### src/inc/qdr_pkg.sv
`default_nettype none
package qdr_pkg;
   localparam logic [4:0] QDR_ADDR_FIXED = 5'h13;
   localparam logic QDR_DIR_WRITE = 1'h0;
   localparam logic QDR_DIR_READ = 1'h1;
   localparam logic [3:0] QDR_BITS_PER_BYTE = 4'h8;
   localparam logic [3:0] QDR_LAST_BIT = 4'h7;
   localparam int QDR_CTRL_PD_BIT = 0;
   localparam int QDR_CTRL_SEL_LSB = 1;
   localparam int QDR_CTRL_LOAD_LSB = 4;
   localparam int QDR_CTRL_EXT_LSB = 6;
   localparam logic [7:0] QDR_CTRL_RESET = 8'h00;
   localparam logic [5:0] QDR_STATUS_FILL = 6'h3f;
   localparam logic QDR_LINE_IDLE = 1'h1;
   localparam int QDR_NUM_CHAN = 4;
   localparam int QDR_WORD_W = 16;

   typedef enum logic [1:0] {
      QDR_PD_HIZ = 2'h0,
      QDR_PD_1K_GND = 2'h1,
      QDR_PD_100K_GND = 2'h2,
      QDR_PD_HIZ_ALT = 2'h3
   } qdr_pdmode_t;

   typedef enum logic [1:0] {
      QDR_BYTE_STATUS = 2'h0,
      QDR_BYTE_HI = 2'h1,
      QDR_BYTE_LO = 2'h2
   } qdr_byte_t;

   typedef enum logic [2:0] {
      QDR_ST_IDLE = 3'h0,
      QDR_ST_WADDR = 3'h1,
      QDR_ST_CTRL = 3'h3,
      QDR_ST_WAIT_RS = 3'h2,
      QDR_ST_RADDR = 3'h6,
      QDR_ST_SEND = 3'h7,
      QDR_ST_MACK = 3'h5,
      QDR_ST_DONE = 3'h4
   } qdr_state_t;
endpackage : qdr_pkg
`default_nettype wire

### src/inc/qdr_line_if.sv
`timescale 1ns/1ps
`default_nettype none
interface qdr_line_if;
   logic raw;
   logic level;
   modport filt (input raw, output level);
   modport sink (output raw, input level);
endinterface : qdr_line_if
`default_nettype wire

### src/hdl/qdr_readback.sv
`timescale 1ns/1ps
`default_nettype none
module qdr_readback
   import qdr_pkg::*;
(
   input wire logic sys_clk,
   input wire logic rst,
   input wire logic scl_i,
   input wire logic sda_i,
   output logic sda_o,
   output logic sda_oe,
   input wire logic pin_addr_bit_hi,
   input wire logic pin_addr_bit_lo,
   input wire logic [QDR_NUM_CHAN-1:0][QDR_WORD_W-1:0] chan_word,
   input wire qdr_pdmode_t [QDR_NUM_CHAN-1:0] chan_pdmode,
   output logic power_down_flag,
   output logic [1:0] chan_sel,
   output logic [1:0] load_mode,
   output logic ext_addr_bit_hi,
   output logic ext_addr_bit_lo,
   output logic read_active
);
   qdr_line_if scl_line ();
   qdr_line_if sda_line ();

   assign scl_line.raw = scl_i;
   assign sda_line.raw = sda_i;

   qdr_pin_filter u_scl_filter (.sys_clk(sys_clk), .rst(rst), .line(scl_line.filt));
   qdr_pin_filter u_sda_filter (.sys_clk(sys_clk), .rst(rst), .line(sda_line.filt));

   qdr_state_t st_q, st_d;
   logic [3:0] cnt_q, cnt_d;
   logic ack_q, ack_d;
   logic [7:0] sr_q, sr_d;
   logic [7:0] tx_q, tx_d;
   logic [1:0] bidx_q, bidx_d;
   logic nack_q, nack_d;
   logic [7:0] ctrl_q, ctrl_d;
   logic drive_q;
   logic scl_prev_q;
   logic sda_prev_q;

   wire scl = scl_line.level;
   wire sda = sda_line.level;
   wire scl_rise = scl & ~scl_prev_q;
   wire scl_fall = ~scl & scl_prev_q;
   wire start_cond = scl & scl_prev_q & sda_prev_q & ~sda;
   wire stop_cond = scl & scl_prev_q & ~sda_prev_q & sda;

   wire [7:0] addr_w = {QDR_ADDR_FIXED, pin_addr_bit_hi, pin_addr_bit_lo, QDR_DIR_WRITE};
   wire [7:0] addr_r = {QDR_ADDR_FIXED, pin_addr_bit_hi, pin_addr_bit_lo, QDR_DIR_READ};

   // control fields
   assign power_down_flag = ctrl_q[QDR_CTRL_PD_BIT];
   assign chan_sel = ctrl_q[QDR_CTRL_SEL_LSB +: 2];
   assign load_mode = ctrl_q[QDR_CTRL_LOAD_LSB +: 2];
   assign ext_addr_bit_lo = ctrl_q[QDR_CTRL_EXT_LSB];
   assign ext_addr_bit_hi = ctrl_q[QDR_CTRL_EXT_LSB+1];

   // byte source selection
   wire [QDR_WORD_W-1:0] sel_word = chan_word[chan_sel];
   wire qdr_pdmode_t sel_pd = chan_pdmode[chan_sel];
   wire [7:0] status_byte = {sel_pd, QDR_STATUS_FILL};
   wire [7:0] hi_byte = sel_word[15:8];
   wire [7:0] lo_byte = sel_word[7:0];
   wire [1:0] cur_kind = power_down_flag ? bidx_q : 2'(bidx_q + 2'h1);
   wire qdr_byte_t first_kind = power_down_flag ? QDR_BYTE_STATUS : QDR_BYTE_HI;
   wire [1:0] load_kind = (st_q == QDR_ST_RADDR) ? first_kind : 2'(cur_kind + 2'h1);
   wire last_byte = (cur_kind == QDR_BYTE_LO);
   wire [7:0] load_byte = (load_kind == QDR_BYTE_STATUS) ? status_byte :
                          (load_kind == QDR_BYTE_HI) ? hi_byte : lo_byte;
   wire byte_ok = (st_q == QDR_ST_CTRL) ||
                  (st_q == QDR_ST_WADDR && sr_q == addr_w) ||
                  (st_q == QDR_ST_RADDR && sr_q == addr_r);
   wire receiving = (st_q == QDR_ST_WADDR) || (st_q == QDR_ST_CTRL) || (st_q == QDR_ST_RADDR);
   // open drain: only ever pull low, and only in our own slots
   wire drive_d = ack_q | ((st_q == QDR_ST_SEND) & ~tx_q[7]);

   always_comb begin
      st_d = st_q;
      cnt_d = cnt_q;
      ack_d = ack_q;
      sr_d = sr_q;
      tx_d = tx_q;
      bidx_d = bidx_q;
      nack_d = nack_q;
      ctrl_d = ctrl_q;
      if (stop_cond) begin
         st_d = QDR_ST_IDLE;
         cnt_d = '0;
         ack_d = 1'b0;
      end else if (start_cond) begin
         // a repeated start right after the control byte opens the read,
         // any other start restarts addressing
         st_d = (st_q == QDR_ST_WAIT_RS) ? QDR_ST_RADDR : QDR_ST_WADDR;
         cnt_d = '0;
         ack_d = 1'b0;
      end else if (receiving) begin
         if (scl_rise && cnt_q < QDR_BITS_PER_BYTE) begin
            sr_d = {sr_q[6:0], sda};
            cnt_d = 4'(cnt_q + 4'h1);
         end else if (scl_fall && cnt_q == QDR_BITS_PER_BYTE && !ack_q) begin
            if (byte_ok) begin
               ack_d = 1'b1;
               if (st_q == QDR_ST_CTRL) begin
                  ctrl_d = sr_q;
               end
            end else begin
               st_d = QDR_ST_IDLE;
            end
         end else if (scl_fall && ack_q) begin
            ack_d = 1'b0;
            cnt_d = '0;
            unique case (st_q)
               QDR_ST_WADDR: st_d = QDR_ST_CTRL;
               QDR_ST_CTRL: st_d = QDR_ST_WAIT_RS;
               QDR_ST_RADDR: begin
                  st_d = QDR_ST_SEND;
                  tx_d = load_byte;
                  bidx_d = '0;
               end
               default: st_d = st_q;
            endcase
         end
      end else if (st_q == QDR_ST_SEND) begin
         if (scl_fall) begin
            if (cnt_q == QDR_LAST_BIT) begin
               st_d = QDR_ST_MACK;
               cnt_d = '0;
            end else begin
               tx_d = {tx_q[6:0], 1'b1};
               cnt_d = 4'(cnt_q + 4'h1);
            end
         end
      end else if (st_q == QDR_ST_MACK) begin
         if (scl_rise) begin
            nack_d = sda;
         end else if (scl_fall) begin
            // an ack on the final byte is not honoured: nothing is left to send
            if (!nack_q && !last_byte) begin
               bidx_d = 2'(bidx_q + 2'h1);
               tx_d = load_byte;
               st_d = QDR_ST_SEND;
            end else begin
               st_d = QDR_ST_DONE;
            end
         end
      end
   end

   always_ff @(posedge sys_clk) begin
      if (rst) begin
         st_q <= QDR_ST_IDLE;
         cnt_q <= '0;
         ack_q <= 1'b0;
         sr_q <= '0;
         tx_q <= '0;
         bidx_q <= '0;
         nack_q <= 1'b0;
         ctrl_q <= QDR_CTRL_RESET;
         drive_q <= 1'b0;
         scl_prev_q <= QDR_LINE_IDLE;
         sda_prev_q <= QDR_LINE_IDLE;
      end else begin
         st_q <= st_d;
         cnt_q <= cnt_d;
         ack_q <= ack_d;
         sr_q <= sr_d;
         tx_q <= tx_d;
         bidx_q <= bidx_d;
         nack_q <= nack_d;
         ctrl_q <= ctrl_d;
         drive_q <= drive_d;
         scl_prev_q <= scl;
         sda_prev_q <= sda;
      end
   end

   assign sda_o = 1'b0;
   assign sda_oe = drive_q;
   assign read_active = (st_q == QDR_ST_SEND) || (st_q == QDR_ST_MACK);
endmodule : qdr_readback
`default_nettype wire

### src/hdl/qdr_pin_filter.sv
`timescale 1ns/1ps
`default_nettype none
module qdr_pin_filter
   import qdr_pkg::*;
(
   input wire logic sys_clk,
   input wire logic rst,
   qdr_line_if.filt line
);
   logic s1_q;
   logic s2_q;
   logic s3_q;
   logic level_q;

   // level only moves once the last two stages agree, so a bit that is
   // still settling in the first stage never reaches the decoder
   always_ff @(posedge sys_clk) begin
      if (rst) begin
         s1_q <= QDR_LINE_IDLE;
         s2_q <= QDR_LINE_IDLE;
         s3_q <= QDR_LINE_IDLE;
         level_q <= QDR_LINE_IDLE;
      end else begin
         s1_q <= line.raw;
         s2_q <= s1_q;
         s3_q <= s2_q;
         if (s2_q == s3_q) begin
            level_q <= s3_q;
         end
      end
   end

   assign line.level = level_q;
endmodule : qdr_pin_filter
`default_nettype wire

### config.mk
export PLATFORM = sky130hd
export DESIGN_NAME = qdr_readback
export DESIGN_NICKNAME = d
export VERILOG_FILES = /design/src/inc/qdr_pkg.sv /design/src/inc/qdr_line_if.sv /design/src/hdl/qdr_readback.sv /design/src/hdl/qdr_pin_filter.sv
export SDC_FILE = /design/constraint.sdc
export NUM_CORES = 1
export LEC_CHECK = 0
export ABC_AREA = 1
export BUFFER_PORTS_ARGS = -buffer_cell sky130_fd_sc_hd__buf_2
export CORE_ASPECT_RATIO = 0.6
export CORE_UTILIZATION = 47
export DETAILED_ROUTE_END_ITERATION = 8
export PLACE_DENSITY_LB_ADDON = 0.08
export SLEW_MARGIN = 20
export SYNTH_ARGS = -nofsm -noshare
export SYNTH_HDL_FRONTEND = slang
export SYNTH_SLANG_ARGS = --single-unit
export TNS_END_PERCENT = 10
### constraint.sdc
create_clock -name sys_clk -period 1.78 [get_ports sys_clk]
set_input_delay 0.178 -clock sys_clk [delete_from_list [all_inputs] [get_ports sys_clk]]
set_output_delay 0.178 -clock sys_clk [all_outputs]
set_load 0.02 [all_outputs]
* Yosys cells after proc, flatten, opt, wreduce, memory -nomap -nowiden *
Cells that the tools add are included.

storage, ports and cells
  bits in registers = 46
  bits of input ports = 78
  output and inout port bits = 10
  logic and storage cells = 168

operators by class
  add/subtract/negate cells = 3
  magnitude comparators = 2
  eq/ne operators = 35
  mux-type cells = 56
  bitwise logic cells = 19
  reduce and logical (&&, ||, !) cells = 34

operators with widths
  operator                                             number
  2-to-1 mux 8 bit                                     14
  2-to-1 mux 3 bit                                     13
  binary-select mux 16 bit (select 2 bit)              1
  2-to-1 mux 2 bit                                     14
  2-to-1 mux 4 bit                                     7
  equality test 8 bit                                  2
  2-to-1 mux 16 bit                                    1
  != test 4 bit, second input constant                 4
  != test 3 bit, second input constant                 5
  AND reduction 12 bit                                 1
  AND reduction 4 bit                                  3
  AND reduction 11 bit                                 1
  NOT 1 bit                                            10
  nonzero test 2 bit                                   5
  equality test 3 bit, second input constant           3
  one-hot mux 3 bit (3 select lines)                   1
  AND reduction 9 bit                                  1
  bitwise AND 1 bit                                    8
  != test 2 bit, second input constant                 4
  logical AND 1 bit                                    7
  AND reduction 7 bit                                  1
  equality test 3 x 2 -> 1 bit, second input constant  2
  != test 2 x 1 -> 1 bit, second input constant        3
  != test 3 x 1 -> 1 bit, second input constant        2
  24 further kinds                                     36

* Logic depth before layout (Yosys ltp) *
  depth after elaboration = 13
  depth in mapped cells = 12
  mapped depth without buffers = 12

* Hierarchy *
Synthesis repeated with hierarchy kept, for this count alone.

second synthesis, totals
  cells, all modules = 484
  area, all modules = 2939.1 um^2

by module, submodules not included
  module          instances  cells an instance  area an instance (um^2)  sequential area each (um^2)
  qdr_readback    1          454                2681.3                   740.7
  qdr_pin_filter  2          15                 128.9                    80.1

* Worst setup path before layout *
No wires, ideal clock.

  path type = register -> register
  start = register ctrl_q[0]
  end = register tx_q[7]
  arrival = 1627 ps
  slack = 19 ps
  cell stages (with the launch flop) = 13
  buffers on the path = 0
  path through = dfxtp_1 inv_1 nand2_1 nand2_1 ha_1 inv_1 nand2_1 nand3_1 inv_1 nand2_1 nand3b_1 nand2_1 a21oi_2

on the way
  longest elaborated chain between the ends = 12

ends and longest elaborated chain
  what                          RTL line             RTL
  start, declared               qdr_readback.sv:39   logic [7:0] ctrl_q, ctrl_d;
  start signal, assigned        qdr_readback.sv:173  ctrl_q <= ctrl_d;
  2-to-1 mux 2 bit              qdr_readback.sv:67   wire [1:0] cur_kind = power_down_flag ? bidx_q : 2'(bidx_q + 2'h1);
  adder 2 x 1 -> 2 bit          qdr_readback.sv:69   wire [1:0] load_kind = (st_q == QDR_ST_RADDR) ? first_kind : 2'(cur_kind + 2'h1);
  2-to-1 mux 2 bit              qdr_readback.sv:69
  equality test 2 x 1 -> 1 bit  qdr_readback.sv:72   (load_kind == QDR_BYTE_HI) ? hi_byte : lo_byte;
  2-to-1 mux 8 bit              qdr_readback.sv:72
  2-to-1 mux 8 bit              qdr_readback.sv:71   wire [7:0] load_byte = (load_kind == QDR_BYTE_STATUS) ? status_byte :
  2-to-1 mux 8 bit              qdr_readback.sv:141  if (!nack_q && !last_byte) begin
  2-to-1 mux 8 bit              qdr_readback.sv:139  end else if (scl_fall) begin
  2-to-1 mux 8 bit              qdr_readback.sv:137  if (scl_rise) begin
  2-to-1 mux 8 bit              qdr_readback.sv:136  end else if (st_q == QDR_ST_MACK) begin
  2-to-1 mux 8 bit              qdr_readback.sv:126  end else if (st_q == QDR_ST_SEND) begin
  2-to-1 mux 8 bit              qdr_readback.sv:99   end else if (receiving) begin
  end signal, assigned          qdr_readback.sv:170  tx_q <= tx_d;
  end, declared                 qdr_readback.sv:36   logic [7:0] tx_q, tx_d;

Parallel ways exist; a longest one is shown, timed or not. The select of a mux whose other input is x is not followed.
A chain may end at the register's enable or synchronous reset.

* Final worst setup path *
  start = register bidx_q[1]
  end = register tx_q[1]

on the way
  longest elaborated chain between the ends = 13

ends and longest elaborated chain
  what                          RTL line             RTL
  start, declared               qdr_readback.sv:37   logic [1:0] bidx_q, bidx_d;
  start signal, assigned        qdr_readback.sv:171  bidx_q <= bidx_d;
  adder 2 x 1 -> 2 bit          qdr_readback.sv:67
  2-to-1 mux 2 bit *            qdr_readback.sv:67
  adder 2 x 1 -> 2 bit          qdr_readback.sv:69
  2-to-1 mux 2 bit              qdr_readback.sv:69
  equality test 2 x 1 -> 1 bit  qdr_readback.sv:72
  2-to-1 mux 8 bit              qdr_readback.sv:72
  2-to-1 mux 8 bit              qdr_readback.sv:71
  2-to-1 mux 8 bit              qdr_readback.sv:141
  2-to-1 mux 8 bit              qdr_readback.sv:139
  2-to-1 mux 8 bit              qdr_readback.sv:137
  2-to-1 mux 8 bit              qdr_readback.sv:136
  2-to-1 mux 8 bit              qdr_readback.sv:126
  2-to-1 mux 8 bit              qdr_readback.sv:99

Mark *: on every way between the ends. The rest lies on a longest branch, timed or not. The select of a mux whose other input is x is not followed.

==> reports/metrics.csv <==
stage,metric,value,unit
outcome,status,finished with violations,
outcome,violations,negative setup slack,
sta,setup_violations,5,
worst_setup_path,crit_type,register to register,
detailed_routing,postRouteAntennaNets,0,
worst_setup_path,critPathLaunchType,register,
synthesis,syn_nets,545,
detailed_routing,dr.first_iter.drc_count,145,
die,die_w,103.1,µm
die,die_h,62.68,µm
detailed_routing,drc_errors,0,
die,initial_core_util,50.12,%
detailed_routing,route.vias.total,3268,
placed_design,placed_area,3477,µm²
detailed_routing,dr.pass1.iters,5,
synthesis,ys_warn_count,0,
worst_setup_path,end_kind,register,
sta,finalHoldViolations,0,
power,p_per_area,647.8,nW/µm²
clocking,root_buffer,clkbuf_8,
final_layout,final_area,3679,µm²
final_layout,antenna_cells,0,
sta,drv_slew,0,
sta,period_needed,1.795,ns
sta,worstMarginPinSlew,0.6376,ns
sta,fmax,0.5571,GHz
worst_hold_path,worstHoldPathType,input pin to register,
detailed_routing,viasPerCell,5.106,
sta,maxSlewHeadroom,57.44,%
power,p_leak,1.797,nW
die,num_rows,21,
detailed_routing,routed_wl,7863,µm
sta,final.setup.tns,-0.04946,ns
die,core_area,5754,µm²
clocking,cts.sinks,45,
die,dieArea,6464,µm²
sta,setup_slack,-0.01514,ns
placed_design,place.gp.congestion,0.9107,
worst_setup_path,crit_arrival,2.03,ns
final_layout,final_layout_size_suffix_gt1_share,30.54,%
clocking,h-tree-depth,2,
sta,grt_setup_unrepaired,yes,
worst_setup_path,crit_required,2.02,ns
sta,skew,0.005849,ns
synthesis,synthCells,464,
global_routing,grt_max_degree,35,
final_layout,layout.nets,641,
placed_design,portBuffers,86,
clocking,clockBufferDepth,2,
sta,fin_crit_sh,100.9,%
synthesis,netlist_area,2884,µm²
run,drv_cap,0,
die,ios,88,
final_layout,area_growth_syn_to_layout,27.55,%
power,ir_worst_vdd,0.4366,mV
clocking,cts_tree,yes,
placed_design,dp_hpwl,5981,µm
detailed_routing,wl_per_cell,12.29,µm
synthesis,ys_types,35,
synthesis,ys_seq_area_share,31.24,%
global_routing,grt_pass1_vias,2938,
synthesis,syn_area_per_cell,6.216,µm²
placed_design,pre_cts_ws,-0.03121,ns
synthesis,ys_seq_elements,45,
global_routing,track_usage,25.23,%
worst_setup_path,crit_fanout,5,
clocking,hold_buffers,0,
global_routing,antenna_found_initial,0,
global_routing,overflow,0,
clocking,cts_made_buffers,5,
global_routing,grt_pass1_wl,12930,µm
clocking,clk_latency,0.30,ns
clocking,path_clk_slew,0.09,ns
## final cells by class
cell class                      instances  area [µm²]
Clock buffer                            6       82.58
Clock inverter                          1       7.507
Fill cell                             527        2076
Inverter                               42       157.7
Multi-Input combinational cell        358        1797
Sequential cell                        45       908.4
Tap cell                               80       100.1
Timing Repair Buffer                  108       625.6
## cells in the mapped netlist, drive strengths merged
master / count / area, µm²
o211ai: 1 / 7.510
nand3b: 4 / 30.03
o21bai: 2 / 15.01
mux2i: 1 / 10.01
xnor2: 1 / 8.760
nand3: 17 / 102.6
o21a: 1 / 7.510
a31oi: 2 / 12.51
inv: 42 / 157.6
dfxtp: 45 / 900.9
conb: 1 / 3.750
nand2: 98 / 395.4
clkbuf: 8 / 30.03
xor2: 3 / 26.28
or2: 6 / 37.54
ha: 3 / 37.54
o21ai: 65 / 325.3
o22ai: 8 / 50.05
nand4: 2 / 12.51
o31ai: 2 / 15.01
buf: 11 / 62.56
nor3: 5 / 40.04
nor2: 101 / 401.6
a21oi: 35 / 193.9
## power breakdown
part	internal [mW]	switching (mW)
clock	0.307	0.343
sequential	1.06	0.0495
combinational	0.274	0.348
## cells in the final DEF (no fill, tap or decap), drive strengths merged
master and instances:
o211ai 1, o22ai 8, o21a 1, nand4 2, inv 42, nor3 5, nand3 17, nand2 98
buf 107, nor2 101, conb 1, ha 3, a31oi 2, o21bai 2, xor2 3, nand3b 4
o21ai 65, clkbuf 7, clkinvlp 1, o31ai 2, a21oi 35, dfxtp 45, xnor2 1, or2 6
mux2i 1
## final timing paths
| kind | startpoint | endpoint | slack, ns | cells past startpoint |
|---|---|---|---|---|
| setup reg to reg | bidx_q[1]$_SDFFE_PP0P_ | tx_q[1]$_SDFFE_PP0P_ | -0.02 | 12 |
| setup / recovery | bidx_q[1]$_SDFFE_PP0P_ | tx_q[1]$_SDFFE_PP0P_ | -0.02 | 12 |
| hold reg to reg | u_scl_filter.s1_q$_SDFF_PP1_ | u_scl_filter.s2_q$_SDFF_PP1_ | 0.42 | 1 |
| hold / removal | sda_i | u_sda_filter.s1_q$_SDFF_PP1_ | 0.05 | 2 |
## stage by stage
step | cells | utilization (%) | hold slack [ns] | total power [mW]
2_1_floorplan | 464 | - | 0.2818 | 1.509
3_3_place_gp | 630 | 60.43 | 0.3610 | 1.688
3_5_place_dp | 630 | 60.43 | 0.3647 | 1.696
4_1_cts | 637 | 62.10 | 0.04331 | 2.351
5_1_grt | 640 | 63.93 | 0.04448 | 2.527
6_report | 640 | 63.93 | 0.05304 | 2.383
## registers in the layout, indices dropped and copies added (netlist names), 2 cells and up
name and flops:
ctrl_q 7, tx_q 8, sr_q 8, st_q 3
cnt_q 4, bidx_q 2
## layer usage
layer | routed length, µm | part of all wire (%) | global-route usage (%)
met4 | 19 | 0.24 | 4.225
met1 | 3785 | 48 | 35.31
met5 | 0 | 0 | 0
met2 | 3436 | 44 | 39.08
met3 | 623 | 7.9 | 6.935
## cell families after synthesis
| group | count (synthesis) | share of synthesized area [%] |
|---|---|---|
| AOI/OAI and AO/OA | 116 | 21.73 |
| xor gates and xnor gates | 4 | 1.215 |
| adders and majority gates | 3 | 1.302 |
| buffers and inverters | 61 | 8.677 |
| DFF | 45 | 31.24 |
| muxes | 1 | 0.3471 |
| other | 1 | 0.1300 |
| and+or+nand+nor | 233 | 35.36 |
## worst max-delay path, cell delays in order, from the launching register on
cell,delay (ns)
dfxtp_2,0.35
xor2_2,0.17
nand2_1,0.08
nand2_2,0.06
ha_4,0.16
nor2_4,0.14
nor2_4,0.05
nor3_4,0.18
nand2_2,0.13
buf_12,0.16
nor2_2,0.07
nand2_1,0.07
a21oi_2,0.11
## timing repair
item	4_1_cts	5_1_grt
pin swaps	0	8
gates resized for setup	3	19
setup buffers	0	2
gates cloned	0	1
endpoints found under the setup margin	7	12
Power figures use the tool's default switching activity.
